### config.mk
export PLATFORM = sky130hd
export DESIGN_NAME = branch_skip_bit_ops_unit
export DESIGN_NICKNAME = d
export VERILOG_FILES = /design/src/bsb_pkg.sv /design/src/branch_skip_bit_ops_unit.sv /design/src/bsb_alu.sv /design/src/bsb_cond.sv
export SDC_FILE = /design/constraint.sdc
export NUM_CORES = 1
export LEC_CHECK = 0
export BUFFER_PORTS_ARGS = -buffer_cell sky130_fd_sc_hd__buf_4
export CAP_MARGIN = 20
export CORE_MARGIN = 2
export CORE_UTILIZATION = 45
export DETAILED_ROUTE_END_ITERATION = 10
export PLACE_DENSITY = 0.67
export SLEW_MARGIN = 20
export SYNTH_ARGS = -nofsm -noshare
export SYNTH_HDL_FRONTEND = slang
export SYNTH_SLANG_ARGS = --single-unit
export TNS_END_PERCENT = 50
### constraint.sdc
create_clock -name clk_sys -period 7.13 [get_ports clk_sys]
set_input_delay 0.713 -clock clk_sys [delete_from_list [all_inputs] [get_ports clk_sys]]
set_output_delay 0.713 -clock clk_sys [all_outputs]
set_load 0.01 [all_outputs]
### src/bsb_pkg.sv
// Purpose: shared constants and types for the branch/skip/bit unit
// Assumes: 8-bit data, 16-bit word program counter, 6-bit io address
// Notes: status bit order is carry..irq enable, bit 0 to bit 7
package bsb_pkg;
   localparam int FLAG_C = 0;
   localparam int FLAG_Z = 1;
   localparam int FLAG_N = 2;
   localparam int FLAG_V = 3;
   localparam int FLAG_S = 4;
   localparam int FLAG_H = 5;
   localparam int FLAG_T = 6;
   localparam int FLAG_I = 7;
   localparam logic [7:0] FLAGS_RESET = 8'h00;
   localparam logic [15:0] PC_RESET = 16'h0000;
   localparam logic [15:0] PC_ONE = 16'h0001;
   localparam logic [15:0] PC_TWO = 16'h0002;
   localparam logic [15:0] PC_THREE = 16'h0003;

   typedef enum logic [5:0] {
      OP_NONE = 6'h00,
      OP_COMPARE_IMMEDIATE = 6'h01,
      OP_SKIP_REG_BIT_CLEAR = 6'h02,
      OP_SKIP_REG_BIT_ONE = 6'h03,
      OP_SKIP_IO_BIT_CLEAR = 6'h04,
      OP_SKIP_IO_BIT_ONE = 6'h05,
      OP_BRANCH_FLAG_ONE = 6'h06,
      OP_BRANCH_FLAG_ZERO = 6'h07,
      OP_BRANCH_EQUAL = 6'h08,
      OP_BRANCH_NOT_EQUAL = 6'h09,
      OP_BRANCH_CARRY_ONE = 6'h0A,
      OP_BRANCH_CARRY_ZERO = 6'h0B,
      OP_BRANCH_SAME_HIGHER = 6'h0C,
      OP_BRANCH_LOWER = 6'h0D,
      OP_BRANCH_MINUS = 6'h0E,
      OP_BRANCH_PLUS = 6'h0F,
      OP_BRANCH_SIGNED_GE = 6'h10,
      OP_BRANCH_SIGNED_LT = 6'h11,
      OP_BRANCH_HALFCARRY_ONE = 6'h12,
      OP_BRANCH_HALFCARRY_ZERO = 6'h13,
      OP_BRANCH_XFER_ONE = 6'h14,
      OP_BRANCH_XFER_ZERO = 6'h15,
      OP_BRANCH_OVERFLOW_ONE = 6'h16,
      OP_BRANCH_OVERFLOW_ZERO = 6'h17,
      OP_BRANCH_IRQ_ON = 6'h18,
      OP_BRANCH_IRQ_OFF = 6'h19,
      OP_IO_BIT_SETTER = 6'h1A,
      OP_IO_BIT_CLEARER = 6'h1B,
      OP_SHIFT_LEFT_LOGICAL = 6'h1C,
      OP_SHIFT_RIGHT_LOGICAL = 6'h1D,
      OP_ROTATE_LEFT_CARRY = 6'h1E,
      OP_ROTATE_RIGHT_CARRY = 6'h1F,
      OP_SHIFT_RIGHT_ARITH = 6'h20,
      OP_FLAG_WRITE_ONE = 6'h21,
      OP_FLAG_WRITE_ZERO = 6'h22,
      OP_BIT_TO_XFER_FLAG = 6'h23,
      OP_XFER_FLAG_TO_BIT = 6'h24,
      OP_CARRY_FORCE_ONE = 6'h25,
      OP_CARRY_FORCE_ZERO = 6'h26,
      OP_NEGATIVE_FORCE_ONE = 6'h27,
      OP_NEGATIVE_FORCE_ZERO = 6'h28,
      OP_ZERO_FORCE_ONE = 6'h29,
      OP_ZERO_FORCE_ZERO = 6'h2A,
      OP_GLOBAL_IRQ_ON = 6'h2B
   } op_t;

   typedef enum logic [3:0] {
      ST_IDLE = 4'b0001,
      ST_WAIT = 4'b0010,
      ST_IO_WRITE = 4'b0100,
      ST_SPARE = 4'b1000
   } state_t;

   // one decoded instruction as issued by the fetch stage
   typedef struct packed {
      op_t op;
      logic [4:0] reg_sel;
      logic [7:0] reg_val;
      logic [7:0] imm;
      logic [2:0] bit_sel;
      logic [5:0] io_addr;
      logic [6:0] offset;
      logic next_two_words;
   } instr_t;

   // register-file write-back
   typedef struct packed {
      logic we;
      logic [4:0] sel;
      logic [7:0] data;
   } reg_wr_t;
endpackage

### src/branch_skip_bit_ops_unit.sv
// Purpose: executes compare, skip, branch, io bit, shift and flag ops
// Assumes: one instruction issued per accepted cycle, pc is word address
// Notes: busy holds off issue while a multi-cycle op finishes
// Overview of operation
// RQ1: compare register with immediate, no store, update Z N V C H, one cycle
// RQ2: register bit skip passes next instruction on bit clear or set
// RQ3: io bit skip passes next instruction on bit clear or set
// RQ4: status bit branch jumps to pc plus offset plus one
// RQ5: branches on zero, carry and negative match the tested level
// RQ6: same-or-higher tests carry zero, lower tests carry one
// RQ7: signed ge tests N xor V zero, lt tests it one
// RQ8: half-carry branches test H set or clear
// RQ9: transfer-bit branches test T set or clear, flags untouched
// RQ10: overflow branches test V set or clear
// RQ11: interrupt-state branches test I set or clear
// RQ12: io bit set and clear force one io bit, two cycles
// RQ13: logical and arithmetic shifts fill correctly, update Z C N V
// RQ14: rotates pass through carry, update Z C N V
// RQ15: bit store copies bit to T, bit load copies T to bit
// RQ16: flag write sets or clears any status bit, plus dedicated variants
// RQ17: global irq on sets I in one cycle
// RQ18: untaken branch or skip one cycle, taken adds cycles
module branch_skip_bit_ops_unit (
   input wire logic clk_sys,
   input wire logic resetn,
   input wire logic issue,
   input wire bsb_pkg::instr_t instr,
   input wire logic [7:0] io_rdata,
   output logic busy,
   output logic [15:0] pc,
   output logic [7:0] status_flags_register,
   output bsb_pkg::reg_wr_t reg_wr,
   output logic [5:0] io_addr,
   output logic io_we,
   output logic [7:0] io_wdata
);
   bsb_pkg::state_t state;
   bsb_pkg::state_t next_state;
   logic [1:0] wait_cnt;
   logic [1:0] next_wait_cnt;
   logic [15:0] next_pc;
   logic [7:0] next_flags;
   bsb_pkg::reg_wr_t next_reg_wr;
   logic [5:0] next_io_addr;
   logic next_io_we;
   logic [7:0] next_io_wdata;
   logic next_busy;
   logic [7:0] io_latch;
   logic [7:0] next_io_latch;
   logic [2:0] bit_latch;
   logic [2:0] next_bit_latch;
   logic set_latch;
   logic next_set_latch;
   logic [7:0] alu_result;
   logic [7:0] alu_flags;
   logic alu_writes;
   logic is_branch;
   logic is_skip;
   logic hit;
   logic [15:0] offset_ext;
   logic go;

   // datapath for compare, shifts and rotates
   bsb_alu u_alu (
      .op(instr.op),
      .a(instr.reg_val),
      .b(instr.imm),
      .flags_in(status_flags_register),
      .result(alu_result),
      .flags_out(alu_flags),
      .writes_reg(alu_writes)
   );

   // condition testing for branches and skips
   bsb_cond u_cond (
      .op(instr.op),
      .flags(status_flags_register),
      .bit_sel(instr.bit_sel),
      .reg_val(instr.reg_val),
      .io_val(io_rdata),
      .is_branch(is_branch),
      .is_skip(is_skip),
      .hit(hit)
   );

   assign go = issue && (state == bsb_pkg::ST_IDLE);
   assign offset_ext = {{9{instr.offset[6]}}, instr.offset};

   // next-state for sequencing, pc, flags and write-backs
   always_comb begin
      next_state = state;
      next_wait_cnt = wait_cnt;
      next_pc = pc;
      next_flags = status_flags_register;
      next_reg_wr = '0;
      next_io_addr = io_addr;
      next_io_we = 1'b0;
      next_io_wdata = io_wdata;
      next_io_latch = io_latch;
      next_bit_latch = bit_latch;
      next_set_latch = set_latch;
      next_busy = busy;
      case (state)
         bsb_pkg::ST_IDLE: begin
            if (go) begin
               next_pc = pc + bsb_pkg::PC_ONE;
               // io address registered, presented from the next cycle for the io write
               next_io_addr = instr.io_addr;
               if (is_branch && hit) begin
                  // relative jump costs one extra cycle RQ18
                  next_pc = pc + offset_ext + bsb_pkg::PC_ONE; // RQ4
                  next_wait_cnt = 2'd1;
                  next_state = bsb_pkg::ST_WAIT;
                  next_busy = 1'b1;
               end else if (is_skip && hit) begin
                  // skipped word count decides extra cycles RQ2 RQ3 RQ18
                  next_pc = instr.next_two_words ?
                     pc + bsb_pkg::PC_THREE : pc + bsb_pkg::PC_TWO;
                  next_wait_cnt = instr.next_two_words ? 2'd2 : 2'd1;
                  next_state = bsb_pkg::ST_WAIT;
                  next_busy = 1'b1;
               end
               case (instr.op)
                  bsb_pkg::OP_COMPARE_IMMEDIATE: begin
                     next_flags = alu_flags; // RQ1
                  end
                  bsb_pkg::OP_SHIFT_LEFT_LOGICAL,
                  bsb_pkg::OP_SHIFT_RIGHT_LOGICAL,
                  bsb_pkg::OP_SHIFT_RIGHT_ARITH,
                  bsb_pkg::OP_ROTATE_LEFT_CARRY,
                  bsb_pkg::OP_ROTATE_RIGHT_CARRY: begin
                     next_flags = alu_flags; // RQ13 RQ14
                     next_reg_wr = '{we: alu_writes, sel: instr.reg_sel,
                        data: alu_result};
                  end
                  bsb_pkg::OP_IO_BIT_SETTER,
                  bsb_pkg::OP_IO_BIT_CLEARER: begin
                     // read-modify-write over two cycles RQ12
                     next_io_latch = io_rdata;
                     next_bit_latch = instr.bit_sel;
                     next_set_latch = (instr.op == bsb_pkg::OP_IO_BIT_SETTER);
                     next_state = bsb_pkg::ST_IO_WRITE;
                     next_busy = 1'b1;
                  end
                  bsb_pkg::OP_FLAG_WRITE_ONE:
                     next_flags[instr.bit_sel] = 1'b1; // RQ16
                  bsb_pkg::OP_FLAG_WRITE_ZERO:
                     next_flags[instr.bit_sel] = 1'b0; // RQ16
                  bsb_pkg::OP_CARRY_FORCE_ONE:
                     next_flags[bsb_pkg::FLAG_C] = 1'b1; // RQ16
                  bsb_pkg::OP_CARRY_FORCE_ZERO:
                     next_flags[bsb_pkg::FLAG_C] = 1'b0; // RQ16
                  bsb_pkg::OP_NEGATIVE_FORCE_ONE:
                     next_flags[bsb_pkg::FLAG_N] = 1'b1; // RQ16
                  bsb_pkg::OP_NEGATIVE_FORCE_ZERO:
                     next_flags[bsb_pkg::FLAG_N] = 1'b0; // RQ16
                  bsb_pkg::OP_ZERO_FORCE_ONE:
                     next_flags[bsb_pkg::FLAG_Z] = 1'b1; // RQ16
                  bsb_pkg::OP_ZERO_FORCE_ZERO:
                     next_flags[bsb_pkg::FLAG_Z] = 1'b0; // RQ16
                  bsb_pkg::OP_GLOBAL_IRQ_ON:
                     next_flags[bsb_pkg::FLAG_I] = 1'b1; // RQ17
                  bsb_pkg::OP_BIT_TO_XFER_FLAG:
                     next_flags[bsb_pkg::FLAG_T] =
                        instr.reg_val[instr.bit_sel]; // RQ15
                  bsb_pkg::OP_XFER_FLAG_TO_BIT: begin
                     next_reg_wr.we = 1'b1; // RQ15
                     next_reg_wr.sel = instr.reg_sel;
                     next_reg_wr.data = instr.reg_val;
                     next_reg_wr.data[instr.bit_sel] =
                        status_flags_register[bsb_pkg::FLAG_T];
                  end
                  default: begin
                     next_reg_wr = '0;
                  end
               endcase
            end
         end
         bsb_pkg::ST_WAIT: begin
            // pipeline refill after a taken branch or skip
            next_wait_cnt = wait_cnt - 2'd1;
            if (wait_cnt == 2'd1) begin
               next_state = bsb_pkg::ST_IDLE;
               next_busy = 1'b0;
            end
         end
         bsb_pkg::ST_IO_WRITE: begin
            next_io_we = 1'b1; // RQ12
            next_io_wdata = io_latch;
            next_io_wdata[bit_latch] = set_latch;
            next_state = bsb_pkg::ST_IDLE;
            next_busy = 1'b0;
         end
         default: begin
            next_state = bsb_pkg::ST_IDLE;
            next_busy = 1'b0;
         end
      endcase
   end

   // registers only; every output comes straight from here
   always_ff @(posedge clk_sys) begin
      if (!resetn) begin
         state <= bsb_pkg::ST_IDLE;
         wait_cnt <= 2'd0;
         pc <= bsb_pkg::PC_RESET;
         status_flags_register <= bsb_pkg::FLAGS_RESET;
         reg_wr <= '0;
         io_addr <= 6'h00;
         io_we <= 1'b0;
         io_wdata <= 8'h00;
         io_latch <= 8'h00;
         bit_latch <= 3'h0;
         set_latch <= 1'b0;
         busy <= 1'b0;
      end else begin
         state <= next_state;
         wait_cnt <= next_wait_cnt;
         pc <= next_pc;
         status_flags_register <= next_flags;
         reg_wr <= next_reg_wr;
         io_addr <= next_io_addr;
         io_we <= next_io_we;
         io_wdata <= next_io_wdata;
         io_latch <= next_io_latch;
         bit_latch <= next_bit_latch;
         set_latch <= next_set_latch;
         busy <= next_busy;
      end
   end
endmodule

### src/bsb_alu.sv
// Purpose: combinational compare, shift and rotate datapath
// Assumes: operands are stable for the issue cycle
// Notes: sign flag s is derived as n xor v for every update
module bsb_alu (
   input wire bsb_pkg::op_t op,
   input wire logic [7:0] a,
   input wire logic [7:0] b,
   input wire logic [7:0] flags_in,
   output logic [7:0] result,
   output logic [7:0] flags_out,
   output logic writes_reg
);
   logic [8:0] diff;
   logic c;
   logic n;
   logic v;
   // compute the result and the flags it touches
   always_comb begin
      diff = {1'b0, a} - {1'b0, b};
      result = a;
      flags_out = flags_in;
      writes_reg = 1'b0;
      c = flags_in[bsb_pkg::FLAG_C];
      case (op)
         bsb_pkg::OP_COMPARE_IMMEDIATE: begin
            result = diff[7:0]; // not written back RQ1
            c = diff[8];
            flags_out[bsb_pkg::FLAG_H] = (~a[3] & b[3]) | (b[3] & diff[3])
               | (diff[3] & ~a[3]);
         end
         bsb_pkg::OP_SHIFT_LEFT_LOGICAL: begin
            result = {a[6:0], 1'b0}; // RQ13
            c = a[7];
            writes_reg = 1'b1;
         end
         bsb_pkg::OP_SHIFT_RIGHT_LOGICAL: begin
            result = {1'b0, a[7:1]}; // RQ13
            c = a[0];
            writes_reg = 1'b1;
         end
         bsb_pkg::OP_SHIFT_RIGHT_ARITH: begin
            result = {a[7], a[7:1]}; // RQ13
            c = a[0];
            writes_reg = 1'b1;
         end
         bsb_pkg::OP_ROTATE_LEFT_CARRY: begin
            result = {a[6:0], flags_in[bsb_pkg::FLAG_C]}; // RQ14
            c = a[7];
            writes_reg = 1'b1;
         end
         bsb_pkg::OP_ROTATE_RIGHT_CARRY: begin
            result = {flags_in[bsb_pkg::FLAG_C], a[7:1]}; // RQ14
            c = a[0];
            writes_reg = 1'b1;
         end
         default: begin
            result = a;
         end
      endcase
      n = result[7];
      // shifts take v as n xor c; compare uses signed overflow
      if (op == bsb_pkg::OP_COMPARE_IMMEDIATE) begin
         v = (a[7] & ~b[7] & ~diff[7]) | (~a[7] & b[7] & diff[7]);
      end else begin
         v = n ^ c;
      end
      if (op == bsb_pkg::OP_COMPARE_IMMEDIATE || writes_reg) begin
         flags_out[bsb_pkg::FLAG_C] = c; // RQ1 RQ13 RQ14
         flags_out[bsb_pkg::FLAG_Z] = (result == 8'h00);
         flags_out[bsb_pkg::FLAG_N] = n;
         flags_out[bsb_pkg::FLAG_V] = v;
         flags_out[bsb_pkg::FLAG_S] = n ^ v;
      end
   end
endmodule

### src/bsb_cond.sv
// Purpose: branch and skip condition evaluation
// Assumes: flags are the current status register contents
// Notes: pure combinational, no state
module bsb_cond (
   input wire bsb_pkg::op_t op,
   input wire logic [7:0] flags,
   input wire logic [2:0] bit_sel,
   input wire logic [7:0] reg_val,
   input wire logic [7:0] io_val,
   output logic is_branch,
   output logic is_skip,
   output logic hit
);
   // flag tested against a wanted level
   function automatic logic match(input logic f, input logic want);
      match = (f == want);
   endfunction
   always_comb begin
      is_branch = 1'b1;
      is_skip = 1'b0;
      hit = 1'b0;
      case (op)
         bsb_pkg::OP_BRANCH_FLAG_ONE:
            hit = match(flags[bit_sel], 1'b1); // RQ4
         bsb_pkg::OP_BRANCH_FLAG_ZERO:
            hit = match(flags[bit_sel], 1'b0); // RQ4
         bsb_pkg::OP_BRANCH_EQUAL:
            hit = match(flags[bsb_pkg::FLAG_Z], 1'b1); // RQ5
         bsb_pkg::OP_BRANCH_NOT_EQUAL:
            hit = match(flags[bsb_pkg::FLAG_Z], 1'b0); // RQ5
         bsb_pkg::OP_BRANCH_CARRY_ONE, bsb_pkg::OP_BRANCH_LOWER:
            hit = match(flags[bsb_pkg::FLAG_C], 1'b1); // RQ5 RQ6
         bsb_pkg::OP_BRANCH_CARRY_ZERO, bsb_pkg::OP_BRANCH_SAME_HIGHER:
            hit = match(flags[bsb_pkg::FLAG_C], 1'b0); // RQ5 RQ6
         bsb_pkg::OP_BRANCH_MINUS:
            hit = match(flags[bsb_pkg::FLAG_N], 1'b1); // RQ5
         bsb_pkg::OP_BRANCH_PLUS:
            hit = match(flags[bsb_pkg::FLAG_N], 1'b0); // RQ5
         bsb_pkg::OP_BRANCH_SIGNED_GE:
            hit = match(flags[bsb_pkg::FLAG_N] ^ flags[bsb_pkg::FLAG_V],
               1'b0); // RQ7
         bsb_pkg::OP_BRANCH_SIGNED_LT:
            hit = match(flags[bsb_pkg::FLAG_N] ^ flags[bsb_pkg::FLAG_V],
               1'b1); // RQ7
         bsb_pkg::OP_BRANCH_HALFCARRY_ONE:
            hit = match(flags[bsb_pkg::FLAG_H], 1'b1); // RQ8
         bsb_pkg::OP_BRANCH_HALFCARRY_ZERO:
            hit = match(flags[bsb_pkg::FLAG_H], 1'b0); // RQ8
         bsb_pkg::OP_BRANCH_XFER_ONE:
            hit = match(flags[bsb_pkg::FLAG_T], 1'b1); // RQ9
         bsb_pkg::OP_BRANCH_XFER_ZERO:
            hit = match(flags[bsb_pkg::FLAG_T], 1'b0); // RQ9
         bsb_pkg::OP_BRANCH_OVERFLOW_ONE:
            hit = match(flags[bsb_pkg::FLAG_V], 1'b1); // RQ10
         bsb_pkg::OP_BRANCH_OVERFLOW_ZERO:
            hit = match(flags[bsb_pkg::FLAG_V], 1'b0); // RQ10
         bsb_pkg::OP_BRANCH_IRQ_ON:
            hit = match(flags[bsb_pkg::FLAG_I], 1'b1); // RQ11
         bsb_pkg::OP_BRANCH_IRQ_OFF:
            hit = match(flags[bsb_pkg::FLAG_I], 1'b0); // RQ11
         bsb_pkg::OP_SKIP_REG_BIT_CLEAR: begin
            is_branch = 1'b0;
            is_skip = 1'b1;
            hit = match(reg_val[bit_sel], 1'b0); // RQ2
         end
         bsb_pkg::OP_SKIP_REG_BIT_ONE: begin
            is_branch = 1'b0;
            is_skip = 1'b1;
            hit = match(reg_val[bit_sel], 1'b1); // RQ2
         end
         bsb_pkg::OP_SKIP_IO_BIT_CLEAR: begin
            is_branch = 1'b0;
            is_skip = 1'b1;
            hit = match(io_val[bit_sel], 1'b0); // RQ3
         end
         bsb_pkg::OP_SKIP_IO_BIT_ONE: begin
            is_branch = 1'b0;
            is_skip = 1'b1;
            hit = match(io_val[bit_sel], 1'b1); // RQ3
         end
         default: begin
            is_branch = 1'b0;
         end
      endcase
   end
endmodule

==> run metrics <==
Synth Area in Compound Gates=~28%; Multi-input gate area=around 4000 sq um; FILL cells=around 1200; WP data arrival=roughly 3400 ps; PwrDens=~170 nW/um^2; final design utilization=54.94%; top cells by area, synth=dfxtp_1 (25%), ha_1 (6.6%), nand2_1 (6.3%); Root Driver=clkbuf_16; critical path's largest stage delay=between 400 and 500 ps; post-CTS setup buffers=0; adder-cell share of the synthesized area=7.810%; CP max stage cell=o21ba_1; Final Skew=between 4 and 5 ps; die area=13590 sq um; number of synthesized flops with an enable pin=0; nets=just over 900; Max Cap Violations=0; I/O pin total=roughly 110; CTS tree=built; Seq. cell area=around 1400 sq um; H-tree levels=3; total track usage=between 20% and 30%; final setup fails=0; Pleak=between 2 and 3 nW; fmax=roughly 310 MHz; Diodes inserted=0; Slew Limit Headroom=around 43%; Synth top area share=24.92%; Clock Tree Buf Depth=2; Syn Inst Count=750; Slew @ Worst Pin=845.0 ps; multiplexer area fraction after synthesis=4.958%; clock latency on the worst-skew pair=~330 ps; cell taking the most area after synthesis=dfxtp_1; cells along the critical path=buf_4, mux2_4, a22o_1, a221oi_2, mux2i_1, o21ba_1, mux2i_4, and2_4, a31oi_1, o221a_1; # hold bufs at CTS=0; Wirelength per Cell=between 15 and 20 um; HP Class=reg -> reg; Post-Syn Nets=838; Placed Area=6556 sq um; first-pass iteration count of the detailed router=5; share of cells above drive strength 1=17.19%; core area=around 13000 sq um; top_reg_cell synth=dfxtp_1; CTS Buf Count=9; Final WS setup=roughly 4000 ps; Rows=41; Seq/Total Area, Yosys=24.92%; port buffer count=~110; DRC Markers=0; WL final=around 17000 um; number of synthesized register bits=71; critical path peak fanout=14; simple-gate share of the synthesized area=approximately a quarter; synth unique cells=75; Die X-Extent=between 100 and 150 um; first-pass GRT wire length=roughly 27000 um; initial antenna violation count=0; gpl congestion=between 0.9 and 1; Remaining Overflow, GRT=0; IR drop worst, VDD=~120 uV; Iteration-0 DRC Markers=between 400 and 500; Req. time, crit path=7350 ps; via count=approximately 6000; largest family of logic cells by synthesized area=compound AO/OA/AOI/OAI gates; Layout area overhead=20.58%; synthesized area=~5700 sq um; Tmin final=around 3200 ps; WS Path Type=in -> reg; Vias/cell=roughly 6.0; Post-Layout Cell Count=about 1000; yosys warns=0; detailed placement HPWL=~12000 um; reg2reg setup slack=a little over 4000 ps; # clock sinks=71; final hold vios=0; Worst-path clk slew=roughly 60 ps; largest net degree at the start of global routing=62; Place WS=between 3000 and 4000 ps; # placed instances=987; Die Y=between 100 and 150 um; XOR/XNOR Fraction of Synth Area=roughly 3.7%; Crit. End Element=flip-flop; post-route cell area=just under 7000 sq um; vias in the first global route=5463; outcome=finished clean; final setup TNS=0 ps; post-cts resize count=0; period utilization=roughly 45%; starting density of the core=between 40% and 50%; max-slew violation count=0; CP Launch Type=input port; RSZ-0062 raised after global routing=no; ys async rst share=0%; post-route ant nets=0; Mean Syn Cell Area=between 7 and 8 sq um
-- path summary, 6_finish.rpt --
path                                   from  cells past startpoint           to
worst min-delay path            io_latch[1]                      2  io_latch[1]
worst min register to register  io_latch[1]                      2  io_latch[1]
worst max-delay path              instr[14]                     10       pc[12]
worst max register to register        pc[0]                     13       pc[14]
-- state kept, by name, summed over array words and instances (netlist names) --
register,count
bit_latch,3
busy,1
io_addr,6
status_flags_register,8
reg_wr,14
io_wdata,8
io_we,1
io_latch,8
wait_cnt,2
state,3
pc,16
set_latch,1
-- synthesized netlist by cell type, types with 12 or more instances --
cell,n
a31oi_1,15
o211a_1,13
and3_1,14
nor3_1,22
ha_1,30
o21ai_0,41
a21boi_0,23
dfxtp_1,71
and2_1,12
nor2b_1,18
a21oi_1,40
mux2i_1,20
nand2_1,96
xnor2_1,16
clkbuf_1,34
inv_1,26
nand3_1,31
nand2b_1,12
nor2_1,58
-- layout by cell type, fill, tap and decap left out, types with 5 or more instances in the layout --
master | netlist | routed
nand3_1 | 31 | 31
o31ai_1 | 5 | 5
nor3b_1 | 8 | 8
inv_1 | 26 | 26
o211a_1 | 13 | 13
o21a_1 | 7 | 7
nor3_1 | 22 | 22
xnor2_1 | 16 | 16
o311ai_0 | 6 | 6
nand2_1 | 96 | 96
clkbuf_16 | 0 | 9
and3_1 | 14 | 14
mux2i_1 | 20 | 20
o211ai_1 | 5 | 5
nand2b_1 | 12 | 12
a31oi_1 | 15 | 15
xor2_1 | 8 | 8
a211oi_1 | 7 | 7
a221oi_1 | 8 | 8
nor2_1 | 58 | 58
o22ai_1 | 5 | 5
o21ai_0 | 41 | 41
buf_4 | 0 | 112
ha_1 | 30 | 30
dfxtp_1 | 71 | 71
and2_1 | 12 | 12
a21boi_0 | 23 | 23
a21oi_1 | 40 | 40
nor2b_1 | 18 | 18
-- cells by family after synthesis --
kind of cell               Yosys count
AOI/OAI and AO/OA                  225
xor gates and xnor gates            24
adders and majority gates           34
buffers and inverters               72
DFF                                 71
muxes                               26
and+or+nand+nor                    298
-- final cells by class --
cell class,instances,area share [%]
clock buffer,10,3.475
clock inverter,6,1.074
inverter,26,1.419
multi-input combinational,607,58.01
sequential,71,20.67
tap,172,3.130
timing repair buffer,112,12.23
-- metal layers --
metal | routed length [um] | GRT usage (%) | part of all wire (%)
met4 | 238 | 5.961 | 1.4
met3 | 1223 | 4.359 | 7.3
met5 | 0 | 0 | 0
met2 | 7774 | 40.04 | 46
met1 | 7622 | 34.17 | 45
-- worst max-delay path: cells and delay by family --
| family | cells | cell delay [ps] |
|---|---|---|
| and+or+nand+nor | 1 | 200 |
| buffers and inverters | 1 | 190 |
| AOI/OAI and AO/OA | 5 | 1430 |
| muxes | 3 | 870 |
-- where the power goes --
group	leakage, nW	internal [mW]	switching, mW
sequential	0.575	0.411	0.0187
combinational	2.22	0.124	0.162
clock	0.154	0.286	0.187
total	2.95	0.821	0.367
-- through the flow --
stage | power [mW] | hold WS, ps
floorplan | 0.6233 | 440.0
global placement | 0.7115 | 453.2
detailed placement | 0.7177 | 459.8
CTS | 1.191 | 467.9
global route | 1.249 | 494.1
finish | 1.188 | 466.7
Note: power is estimated with default switching activity, not from simulation.
